--- src/inc/usb_susp_pkg.sv ---
// constants, types and register map of the usb suspend and line drive control
package usb_susp_pkg;
   // timing
   localparam int CLK_MHZ = 50;
   localparam int IDLE_TIME_US = 3000;
   localparam int IDLE_CYCLES = IDLE_TIME_US * CLK_MHZ;
   localparam int POLL_TIME_US = 100;
   localparam int POLL_CYCLES = POLL_TIME_US * CLK_MHZ;
   localparam int RESUME_K_MIN_US = 1000;
   localparam int RESUME_K_MAX_US = 15000;
   localparam int RESUME_K_US = 2000;
   localparam int RESUME_K_CYCLES = RESUME_K_US * CLK_MHZ;
   // register offsets
   localparam logic [7:0] ADDR_BUS_CTRL2 = 8'h30;
   localparam logic [7:0] ADDR_FRAME_LO = 8'h31;
   localparam logic [7:0] ADDR_FRAME_HI = 8'h32;
   localparam logic [7:0] ADDR_ENABLE_ADDR = 8'h33;
   localparam logic [7:0] ADDR_LINE_DRIVE = 8'h34;
   // field positions
   localparam int REGMODE_BIT = 0;
   localparam int ACTIVITY_BIT = 1;
   localparam int ENABLE_BIT = 7;
   localparam int TX_ENABLE_BIT = 7;
   localparam int SE0_BIT = 6;
   localparam int JK_BIT = 5;
   localparam int RX_BIT = 0;
   localparam int ADDR_W = 7;
   localparam int FRAME_W = 11;
   // reset values
   localparam logic [7:0] BUS_CTRL2_RESET = 8'h00;
   localparam logic [7:0] ENABLE_ADDR_RESET = 8'h00;
   localparam logic [7:0] LINE_DRIVE_RESET = 8'h00;
   localparam logic [10:0] FRAME_RESET = 11'h000;
   localparam logic [7:0] READ_UNMAPPED = 8'h00;
   // firmware write values
   localparam logic [7:0] LINE_J = 8'hA0;
   localparam logic [7:0] LINE_K = 8'h80;
   localparam logic [7:0] LINE_RELEASE = 8'h00;
   localparam logic [7:0] ENABLE_ONLY = 8'h80;
   typedef enum logic [1:0] {
      SLEEP_STANDBY = 2'b00,
      SLEEP_RETAIN = 2'b01,
      SLEEP_DEEP = 2'b10
   } sleep_mode_type;
endpackage

--- src/inc/usb_ctrl_if.sv ---
// register port and sleep handshake between firmware end and device end
`timescale 1ns/10ps
`default_nettype none
interface usb_ctrl_if;
   logic [7:0] reg_addr;
   logic [7:0] reg_wdata;
   logic reg_wr;
   logic reg_rd;
   logic [7:0] reg_rdata;
   logic sleep_req;
   usb_susp_pkg::sleep_mode_type sleep_mode;
   logic asleep;
   logic wake_irq;
   modport device_mp (
      input reg_addr, reg_wdata, reg_wr, reg_rd, sleep_req, sleep_mode,
      output reg_rdata, asleep, wake_irq
   );
   modport firmware_mp (
      output reg_addr, reg_wdata, reg_wr, reg_rd, sleep_req, sleep_mode,
      input reg_rdata, asleep, wake_irq
   );
endinterface
`default_nettype wire

--- src/verilog/pin_filter.sv ---
// three-stage pin synchroniser that accepts a change once stages agree
`timescale 1ns/10ps
`default_nettype none
module pin_filter #(
   parameter int W = 2
) (
   input wire logic ref_clk,
   input wire logic rst,
   input wire logic [W-1:0] d,
   output logic [W-1:0] q
);
   typedef struct packed {
      logic [W-1:0] s1;
      logic [W-1:0] s2;
      logic [W-1:0] s3;
      logic [W-1:0] q;
   } filt_state_type;
   filt_state_type st;
   filt_state_type next_st;

   // first stage feeds only the second; output follows when stages agree
   always_comb begin
      next_st.s1 = d;
      next_st.s2 = st.s1;
      next_st.s3 = st.s2;
      next_st.q = (st.s2 & st.s3) | (st.q & (st.s2 | st.s3));
   end

   always_ff @(posedge ref_clk or posedge rst) begin
      if (rst) begin
         st <= '0;
      end else begin
         st <= next_st;
      end
   end

   assign q = st.q;
endmodule // pin_filter

--- src/verilog/usb_dev_end.sv ---
// device end: control registers, frame number, sleep and manual line drive
`timescale 1ns/10ps
`default_nettype none
module usb_dev_end (
   input wire logic ref_clk,
   input wire logic rst,
   usb_ctrl_if.device_mp bus,
   input wire logic dp_in,
   output logic dp_out,
   output logic dp_oe,
   input wire logic dm_in,
   output logic dm_out,
   output logic dm_oe,
   input wire logic sie_dp,
   input wire logic sie_dm,
   input wire logic sie_oe,
   input wire logic sie_traffic,
   input wire logic sie_bus_reset,
   input wire logic sof_valid,
   input wire logic [10:0] sof_number,
   input wire logic [6:0] token_addr,
   output logic addr_match,
   output logic usb_enabled,
   output logic regulator_mode,
   output logic regulator_low_power
);
   typedef struct packed {
      logic enable;
      logic [6:0] address;
      logic reg_mode;
      logic activity;
      logic tx_enable;
      logic force_se0;
      logic jk_select;
      logic [10:0] frame;
      logic asleep;
      usb_susp_pkg::sleep_mode_type mode;
      logic [7:0] rdata;
   } dev_state_type;
   dev_state_type st;
   dev_state_type next_st;

   logic [1:0] lines;
   logic rx_diff;
   logic traffic_seen;
   logic wake_cond;

   // pins come from the bus wires, outside this clock
   pin_filter #(
      .W(2)
   ) line_sync (
      .ref_clk(ref_clk),
      .rst(rst),
      .d({dm_in, dp_in}),
      .q(lines)
   );

   // receiver: one only for D+ above D-, zero for SE0 as well
   assign rx_diff = lines[0] & ~lines[1];

   // traffic counts only while the function is switched on
   assign traffic_seen = st.enable & sie_traffic;

   // wake on any traffic or on D+ low, as in K or SE0
   assign wake_cond = sie_traffic | ~lines[0];

   always_comb begin
      next_st = st;

      // register writes; a sleeping device takes none so state holds
      if (bus.reg_wr && !st.asleep) begin
         case (bus.reg_addr)
            usb_susp_pkg::ADDR_BUS_CTRL2: begin
               next_st.reg_mode = bus.reg_wdata[usb_susp_pkg::REGMODE_BIT];
               if (!bus.reg_wdata[usb_susp_pkg::ACTIVITY_BIT]) begin
                  next_st.activity = 1'b0;
               end
            end
            usb_susp_pkg::ADDR_ENABLE_ADDR: begin
               next_st.enable = bus.reg_wdata[usb_susp_pkg::ENABLE_BIT];
               next_st.address = bus.reg_wdata[6:0];
            end
            usb_susp_pkg::ADDR_LINE_DRIVE: begin
               next_st.tx_enable = bus.reg_wdata[usb_susp_pkg::TX_ENABLE_BIT];
               next_st.force_se0 = bus.reg_wdata[usb_susp_pkg::SE0_BIT];
               next_st.jk_select = bus.reg_wdata[usb_susp_pkg::JK_BIT];
            end
            default: begin
               // frame registers are read-only, other offsets unmapped
               next_st.rdata = st.rdata;
            end
         endcase
      end

      // set after the clear, so an event in the clear cycle survives
      if (traffic_seen) begin
         next_st.activity = 1'b1;
      end

      // frame number from each clean start-of-frame packet while enabled and awake
      if (st.enable && sof_valid && !st.asleep) begin
         next_st.frame = sof_number;
      end

      // sleep entry and exit; control registers untouched
      if (!st.asleep) begin
         if (bus.sleep_req) begin
            next_st.asleep = 1'b1;
            next_st.mode = bus.sleep_mode;
         end
      end else if (wake_cond) begin
         next_st.asleep = 1'b0;
         // retentive standby keeps everything
         if (st.mode != usb_susp_pkg::SLEEP_RETAIN) begin
            next_st.frame = usb_susp_pkg::FRAME_RESET;
         end
      end

      // bus reset beats a firmware write in the same cycle
      if (sie_bus_reset) begin
         next_st.enable = usb_susp_pkg::ENABLE_ADDR_RESET[usb_susp_pkg::ENABLE_BIT];
         next_st.address = usb_susp_pkg::ENABLE_ADDR_RESET[6:0];
      end

      // read data is held until the next read strobe
      if (bus.reg_rd) begin
         case (bus.reg_addr)
            usb_susp_pkg::ADDR_BUS_CTRL2: begin
               next_st.rdata = 8'h00;
               next_st.rdata[usb_susp_pkg::REGMODE_BIT] = st.reg_mode;
               next_st.rdata[usb_susp_pkg::ACTIVITY_BIT] = st.activity;
            end
            usb_susp_pkg::ADDR_FRAME_LO: begin
               next_st.rdata = st.frame[7:0];
            end
            usb_susp_pkg::ADDR_FRAME_HI: begin
               next_st.rdata = {5'h00, st.frame[10:8]};
            end
            usb_susp_pkg::ADDR_ENABLE_ADDR: begin
               next_st.rdata = {st.enable, st.address};
            end
            usb_susp_pkg::ADDR_LINE_DRIVE: begin
               next_st.rdata = 8'h00;
               next_st.rdata[usb_susp_pkg::TX_ENABLE_BIT] = st.tx_enable;
               next_st.rdata[usb_susp_pkg::SE0_BIT] = st.force_se0;
               next_st.rdata[usb_susp_pkg::JK_BIT] = st.jk_select;
               next_st.rdata[usb_susp_pkg::RX_BIT] = rx_diff;
            end
            default: begin
               next_st.rdata = usb_susp_pkg::READ_UNMAPPED;
            end
         endcase
      end
   end

   // reset values; regulator comes up in pass-through
   always_ff @(posedge ref_clk or posedge rst) begin
      if (rst) begin
         st.enable <= usb_susp_pkg::ENABLE_ADDR_RESET[usb_susp_pkg::ENABLE_BIT];
         st.address <= usb_susp_pkg::ENABLE_ADDR_RESET[6:0];
         st.reg_mode <= usb_susp_pkg::BUS_CTRL2_RESET[usb_susp_pkg::REGMODE_BIT];
         st.activity <= usb_susp_pkg::BUS_CTRL2_RESET[usb_susp_pkg::ACTIVITY_BIT];
         st.tx_enable <= usb_susp_pkg::LINE_DRIVE_RESET[usb_susp_pkg::TX_ENABLE_BIT];
         st.force_se0 <= usb_susp_pkg::LINE_DRIVE_RESET[usb_susp_pkg::SE0_BIT];
         st.jk_select <= usb_susp_pkg::LINE_DRIVE_RESET[usb_susp_pkg::JK_BIT];
         st.frame <= usb_susp_pkg::FRAME_RESET;
         st.asleep <= 1'b0;
         st.mode <= usb_susp_pkg::SLEEP_STANDBY;
         st.rdata <= usb_susp_pkg::READ_UNMAPPED;
      end else begin
         st <= next_st;
      end
   end

   // line drive: manual beats engine; nothing driven after reset
   always_comb begin
      dp_out = 1'b0;
      dm_out = 1'b0;
      dp_oe = 1'b0;
      dm_oe = 1'b0;
      if (st.tx_enable) begin
         dp_oe = 1'b1;
         dm_oe = 1'b1;
         if (st.force_se0) begin
            dp_out = 1'b0;
            dm_out = 1'b0;
         end else begin
            dp_out = st.jk_select;
            dm_out = ~st.jk_select;
         end
      end else if (st.enable && sie_oe) begin
         // engine owns the lines only when switched on
         dp_out = sie_dp;
         dm_out = sie_dm;
         dp_oe = 1'b1;
         dm_oe = 1'b1;
      end
   end

   // engine answers only its own address while enabled
   assign addr_match = st.enable & (token_addr == st.address);
   assign usb_enabled = st.enable;
   assign regulator_mode = st.reg_mode;
   // regulator low power follows sleep alone, mode kept
   assign regulator_low_power = st.asleep;
   assign bus.asleep = st.asleep;
   assign bus.wake_irq = st.asleep & wake_cond;
   assign bus.reg_rdata = st.rdata;
endmodule // usb_dev_end

--- src/flat_wrapper.sv ---
// flat-port wrapper written by rule: the top's interface ports become plain ports
module usb_dev_end_flat 
  (ref_clk, rst, dp_in, dp_out, dp_oe, dm_in, dm_out, dm_oe, sie_dp, sie_dm, sie_oe, sie_traffic, sie_bus_reset, sof_valid, sof_number, token_addr, addr_match, usb_enabled, regulator_mode, regulator_low_power, bus_reg_addr, bus_reg_wdata, bus_reg_wr, bus_reg_rd, bus_sleep_req, bus_sleep_mode, bus_reg_rdata, bus_asleep, bus_wake_irq);
  usb_ctrl_if bus_i ();
  input wire logic ref_clk;
  input wire logic rst;
  input wire logic dp_in;
  output logic dp_out;
  output logic dp_oe;
  input wire logic dm_in;
  output logic dm_out;
  output logic dm_oe;
  input wire logic sie_dp;
  input wire logic sie_dm;
  input wire logic sie_oe;
  input wire logic sie_traffic;
  input wire logic sie_bus_reset;
  input wire logic sof_valid;
  input wire logic [10:0] sof_number;
  input wire logic [6:0] token_addr;
  output logic addr_match;
  output logic usb_enabled;
  output logic regulator_mode;
  output logic regulator_low_power;
  input wire logic [$bits(bus_i.reg_addr)-1:0] bus_reg_addr;
  input wire logic [$bits(bus_i.reg_wdata)-1:0] bus_reg_wdata;
  input wire logic [$bits(bus_i.reg_wr)-1:0] bus_reg_wr;
  input wire logic [$bits(bus_i.reg_rd)-1:0] bus_reg_rd;
  input wire logic [$bits(bus_i.sleep_req)-1:0] bus_sleep_req;
  input wire logic [$bits(bus_i.sleep_mode)-1:0] bus_sleep_mode;
  output wire logic [$bits(bus_i.reg_rdata)-1:0] bus_reg_rdata;
  output wire logic [$bits(bus_i.asleep)-1:0] bus_asleep;
  output wire logic [$bits(bus_i.wake_irq)-1:0] bus_wake_irq;
  assign bus_i.reg_addr = bus_reg_addr;
  assign bus_i.reg_wdata = bus_reg_wdata;
  assign bus_i.reg_wr = bus_reg_wr;
  assign bus_i.reg_rd = bus_reg_rd;
  assign bus_i.sleep_req = bus_sleep_req;
  assign bus_i.sleep_mode = bus_sleep_mode;
  assign bus_reg_rdata = bus_i.reg_rdata;
  assign bus_asleep = bus_i.asleep;
  assign bus_wake_irq = bus_i.wake_irq;
  usb_dev_end u_core (.ref_clk(ref_clk), .rst(rst), .bus(bus_i), .dp_in(dp_in), .dp_out(dp_out), .dp_oe(dp_oe), .dm_in(dm_in), .dm_out(dm_out), .dm_oe(dm_oe), .sie_dp(sie_dp), .sie_dm(sie_dm), .sie_oe(sie_oe), .sie_traffic(sie_traffic), .sie_bus_reset(sie_bus_reset), .sof_valid(sof_valid), .sof_number(sof_number), .token_addr(token_addr), .addr_match(addr_match), .usb_enabled(usb_enabled), .regulator_mode(regulator_mode), .regulator_low_power(regulator_low_power));
endmodule
--- config.mk ---
export PLATFORM = sky130hd
export DESIGN_NAME = usb_dev_end_flat
export DESIGN_NICKNAME = d
export VERILOG_FILES = /design/src/inc/usb_susp_pkg.sv /design/src/inc/usb_ctrl_if.sv /design/src/verilog/pin_filter.sv /design/src/verilog/usb_dev_end.sv /design/src/flat_wrapper.sv
export SDC_FILE = /design/constraint.sdc
export NUM_CORES = 1
export LEC_CHECK = 0
export BUFFER_PORTS_ARGS = -buffer_cell sky130_fd_sc_hd__buf_2
export CAP_MARGIN = 25
export CORE_MARGIN = 4
export CORE_UTILIZATION = 51
export CTS_CLUSTER_SIZE = 10
export DETAILED_ROUTE_END_ITERATION = 8
export PLACE_DENSITY = 0.84
export SYNTH_ARGS = -nofsm -noshare
export SYNTH_HDL_FRONTEND = slang
export SYNTH_SLANG_ARGS = --single-unit
--- constraint.sdc ---
create_clock -name ref_clk -period 1.35 [get_ports ref_clk]
set_input_delay 0.0675 -clock ref_clk [delete_from_list [all_inputs] [get_ports ref_clk]]
set_output_delay 0.0675 -clock ref_clk [all_outputs]
set_load 0.01 [all_outputs]
# Word-level counts from Yosys, hierarchy flattened
# Index checks and enable logic that the tools add are counted.
# W data, S select, Z words.
# totals
register_bits,43
input_bits,49
# classes
n_mux,22
n_reduce_logical,14
bitwise,13
n_eq_ne,8
# op_table
cell,n
$eq A8 B6 Y1 const B,5
$pmux W8 S5,1
$mux W11,3
$mux W8,2
$mux W13,1
$mux W12,1
$mux W1,11
$reduce_and A2 Y1,4
$reduce_bool A2 Y1,4
$eq A7 B7 Y1,1
$mux W3,2
$and A1 B1 Y1,4
$and A2 B2 Y2,2
$logic_and A1 B1 Y1,4
$ne A2 B1 Y1 const B,2
$not A1 Y1,4
$or A2 B2 Y2,2
$reduce_and A3 Y1,1
$mux W2,1
$logic_not A1 Y1,1
$or A1 B1 Y1,1

# Logic depth before layout (Yosys ltp)
# depth
depth_word,6
depth_mapped,6
depth_no_buf,4

# Modules after synthesis
# A second synthesis with hierarchy kept.
# unflattened
hier_cells,203
hier_area_um2,2210.9
# modules_own_cells
module,cells_per_inst,area_each_um2,instances
usb_dev_end,190,1969.4,1
pin_filter,13,241.5,1

# Worst setup path after synthesis
# OpenSTA, ideal clock, no wires.
# synth_path
path_type,register to register
startpoint,reg u_core.bus.asleep (netlist name)
endpoint,reg u_core.st[24] (netlist name)
path_stages_with_launch,4
arrival_time_ps,1155
setup_time_ps,127
synth_period_minus_slack_ps,1282
slack_ps,68
path_cell_list,dfrtp_1 > nor4b_4 > nand3_2 > mux2_1
# synth_between
elab_chain_len,3
# synth_rtl
element,line,rtl
$logic_not A1 Y1,usb_dev_end.sv:71,if (bus.reg_wr && !st.asleep) begin
$logic_and A1 B1 Y1,usb_dev_end.sv:71,
$reduce_and A2 Y1 (no line),--,
end signal: assignment,usb_dev_end.sv:171,st <= next_st;
end: declaration,usb_dev_end.sv:40,dev_state_type st;
# Every way passes these cells.
# A chain may end at the register's enable or synchronous reset.

# Worst setup path after layout
# layout_path
startpoint,reg u_core.bus.asleep (netlist name)
endpoint,reg u_core.st (netlist bit u_core.regulator_mode)
# layout_between
elab_chain_len,3
# layout_rtl
element,line
$logic_not A1 Y1,usb_dev_end.sv:71
$logic_and A1 B1 Y1,usb_dev_end.sv:71
$reduce_and A2 Y1 (no line),--
# Every way passes these cells.

==> flow_summary.yaml <==
drt:
  totalWireLength_mm: 5.154
  num_vias: 1684
  avgViaCountPerCell: 5.363
  wl_per_cell_um: 16.41
  drt_iter0_markers: 109
  drc: 0
  drt.antenna.violating_nets: 0
  firstDrtPassIters: 4
timing:
  final-hold-violation-count: 0
  tightest_slew_ns: 0.5326
  maxSlewViolCount: 0
  worst_slack_ns: -0.05243
  fin_crit_sh_pct: 103.9
  rsz0062_at_grt: "true"
  fin_skew_ns: 0.008406
  min_period_ns: 1.402
  fin_setup_tns_ns: -0.1965
  max_freq_ghz: 0.7130
  maxSlewHeadroom_pct: 64.49
  setup_viol: 4
floorplan:
  die-area_mm2: 0.005314
  coreArea_mm2: 0.004029
  die_y_um: 72.90
  start_util_pct: 53.32
  fp-row-count: 23
  io_pins: 67
  die_w_um: 72.90
flow_run:
  drv_cap: 0
cts:
  clock_path_buffers: 2
  clk-insertion-delay-late_ns: 0.30
  htreeDepth: 2
  cts_made_buffers: 5
  cts_root_buffer: "clkbuf_8"
  cts_tree: "done"
  clkSlewWorstSetupHoldPaths_ns: 0.08
  cts.sinks: 43
global_route:
  overflow: 0
  grt_pass1_wl_mm: 8.397
  grtUsageMet2_pct: 34.37
  grt_usage_pct: 21.45
  antenna_found_initial: 0
  grt_pass1_vias: 1762
  use_met3_pct: 4.959
  use_met1_pct: 26.47
  top_usage_layer: "met2"
  grt_max_degree: 44
yosys:
  netlist_instances: 197
  yosys_register_bits: 43
  synth_area_mm2: 0.002148
  avgSynthCellArea_um2: 10.91
  yosysWarningCount: 0
  synth_top_area_share_pct: 50.09
  synth_nets: 246
  ys_seq_area_share_pct: 50.09
  synth_area_leader_cell: "dfrtp_1"
  synthTopCellsByArea: "dfrtp_1, mux2i_1, nor2_1, buf_4, xnor2_1"
  ys_types: 37
final_layout:
  drive_gt1_share_pct: 36.36
  area_growth_pct: 22.95
  nNetsFinal: 312
  antennaDiodeCount: 0
  final_area_mm2: 0.002641
  final_cell_count_no_fill: 314
  utilization_pct: 65.56
setup_path:
  crit_chain: "nor4b_4, nand3_1, mux2_1"
  critPathSlowestCell: "dfrtp_2"
  critical_path.max_fanout: 4
  path_delay_family: "simple AND/OR/NAND/NOR gates"
  start_kind: "flip-flop"
  worst-path-buf-inv: 0
  required_ns: 1.53
  worst_ep_arrival_time_ns: 1.59
  cp-end-kind: "flip-flop"
  critical_path_class: "reg2reg"
  max_stage_delay_ns: 0.45
placed_design:
  placement.cell_area_mm2: 0.002456
  gp_congestion: 0.8502
  dp_cells: 299
  dp.final_hpwl_mm: 3.702
  io_buffers: 66
pwr:
  peakVddDrop_mv: 0.8017
  leakage_uw: 0.001404
  p_per_area_mw_per_mm2: 1015
hold_path:
  hold_path_class: "in2reg"
outcome:
  violations: "negative setup slack"
  outcome: "finished, violations left"
==> cell type report <==
class,count,area (µm²)
tap,50,62.56
multi-input combinational,122,899.6
timing repair buffer,79,456.7
sequential,43,1077
clock buffer,8,100.1
fill,338,1388
inverter,12,45.04
==> state kept, by name, summed over array words and instances, names as in the netlist <==
signal,flops
u_core.st,24
u_core.bus.reg_rdata,8
u_core.line_sync.next_st,4
u_core.line_sync.q,2
u_core.line_sync.st,2
u_core.bus.asleep,1
u_core.regulator_mode,1
u_core.usb_enabled,1
==> cells in the mapped netlist (all sizes together) <==
cell type / instances
dfrtp: 43
nand4bb: 1
and4bb: 1
buf: 18
inv: 12
nor2b: 4
nor3: 1
a21o: 1
and4b: 1
a21oi: 2
nand3b: 2
o21ai: 7
a31o: 1
maj3: 2
o22ai: 7
clkbuf: 2
nor2: 24
nand3: 10
nand2b: 2
mux2i: 20
mux2: 8
a211oi: 2
o21a: 3
nand2: 8
o211ai: 1
nand4: 2
mux4: 1
nor4b: 1
xnor2: 7
a22oi: 3
==> cell usage in the layout (no fill, tap or decap), drive strengths merged, types with 2 or more instances in the layout <==
| master | n |
|---|---|
| nand3b | 2 |
| nand4 | 2 |
| mux2 | 8 |
| mux2i | 20 |
| dfrtp | 43 |
| nor2b | 4 |
| dlygate4sd3 | 5 |
| inv | 12 |
| nor2 | 24 |
| a21oi | 2 |
| a22oi | 3 |
| buf | 74 |
| maj3 | 2 |
| o21a | 3 |
| nand2b | 2 |
| clkbuf | 8 |
| o22ai | 7 |
| o21ai | 7 |
| nand3 | 10 |
| a211oi | 2 |
| xnor2 | 7 |
| nand2 | 8 |
==> metal layers <==
layer  share of wire (%)  routed length (µm)  vias up
li1                    -                   -      796
met1                  41                2115      804
met3                 8.4                 431        7
met5                   0                   0        -
met4                 2.3                 119        0
met2                  48                2488       77
==> power by group <==
part | internal (µW) | leakage [µW] | total, µW | switching [µW]
registers | 1340 | 0.000575 | 1380 | 39.2
clock network | 467 | 0.0000515 | 889 | 423
logic | 181 | 0.000777 | 408 | 227
==> path summary, 6_finish.rpt <==
path | endpoint | startpoint | slack, ns | depth (start not counted)
max | u_core.regulator_mode | u_core.bus.asleep | -0.05 | 3
min | u_core.st[17] | sof_number[6] | 0.01 | 3
max reg2reg | u_core.regulator_mode | u_core.bus.asleep | -0.05 | 3
min reg2reg | u_core.line_sync.next_st[3] | u_core.line_sync.next_st[5] | 0.35 | 0
max in group asynchronous | u_core.bus.asleep | rst | 0.51 | 4
min in group asynchronous | u_core.line_sync.q[0] | rst | 0.45 | 4
==> timing repair <==
action / in CTS / in global routing
endpoints found under the setup margin: 6 / 24
hold endpoints to repair: 47 / 0
hold buffers: 5 / 0
setup buffers: 1 / 1
pin swaps: 0 / 11
gates resized for setup: 0 / 7
==> tightest hold or removal path, cell delays in order <==
cell	delay (ns)
buf_2	0.07
mux2i_1	0.05
nor2_1	0.08
==> cells by family (layout without fill, tap and decap cells) <==
group,after synthesis,count (layout),synth area share [%]
buf+inv,32,99,8.736
simple gates,57,57,14.79
mux,29,29,14.56
xor+xnor,7,7,2.854
fa+ha+maj,2,2,0.9319
compound gates,27,27,8.037
flops,43,43,50.09
==> per-stage QoR <==
step / hold slack [ns] / worst slack [ns] / total power, µW
after floorplan: 0.09893 / 0.06778 / 1620
after global placement: 0.1757 / 0.1089 / 1775
after detailed placement: 0.1768 / 0.02081 / 1790
after CTS: 0.001743 / -0.07011 / 2687
after global routing: 0.01063 / -0.1271 / 2798
final: 0.01215 / -0.05243 / 2680
Note: power is estimated with default switching activity, not from simulation.
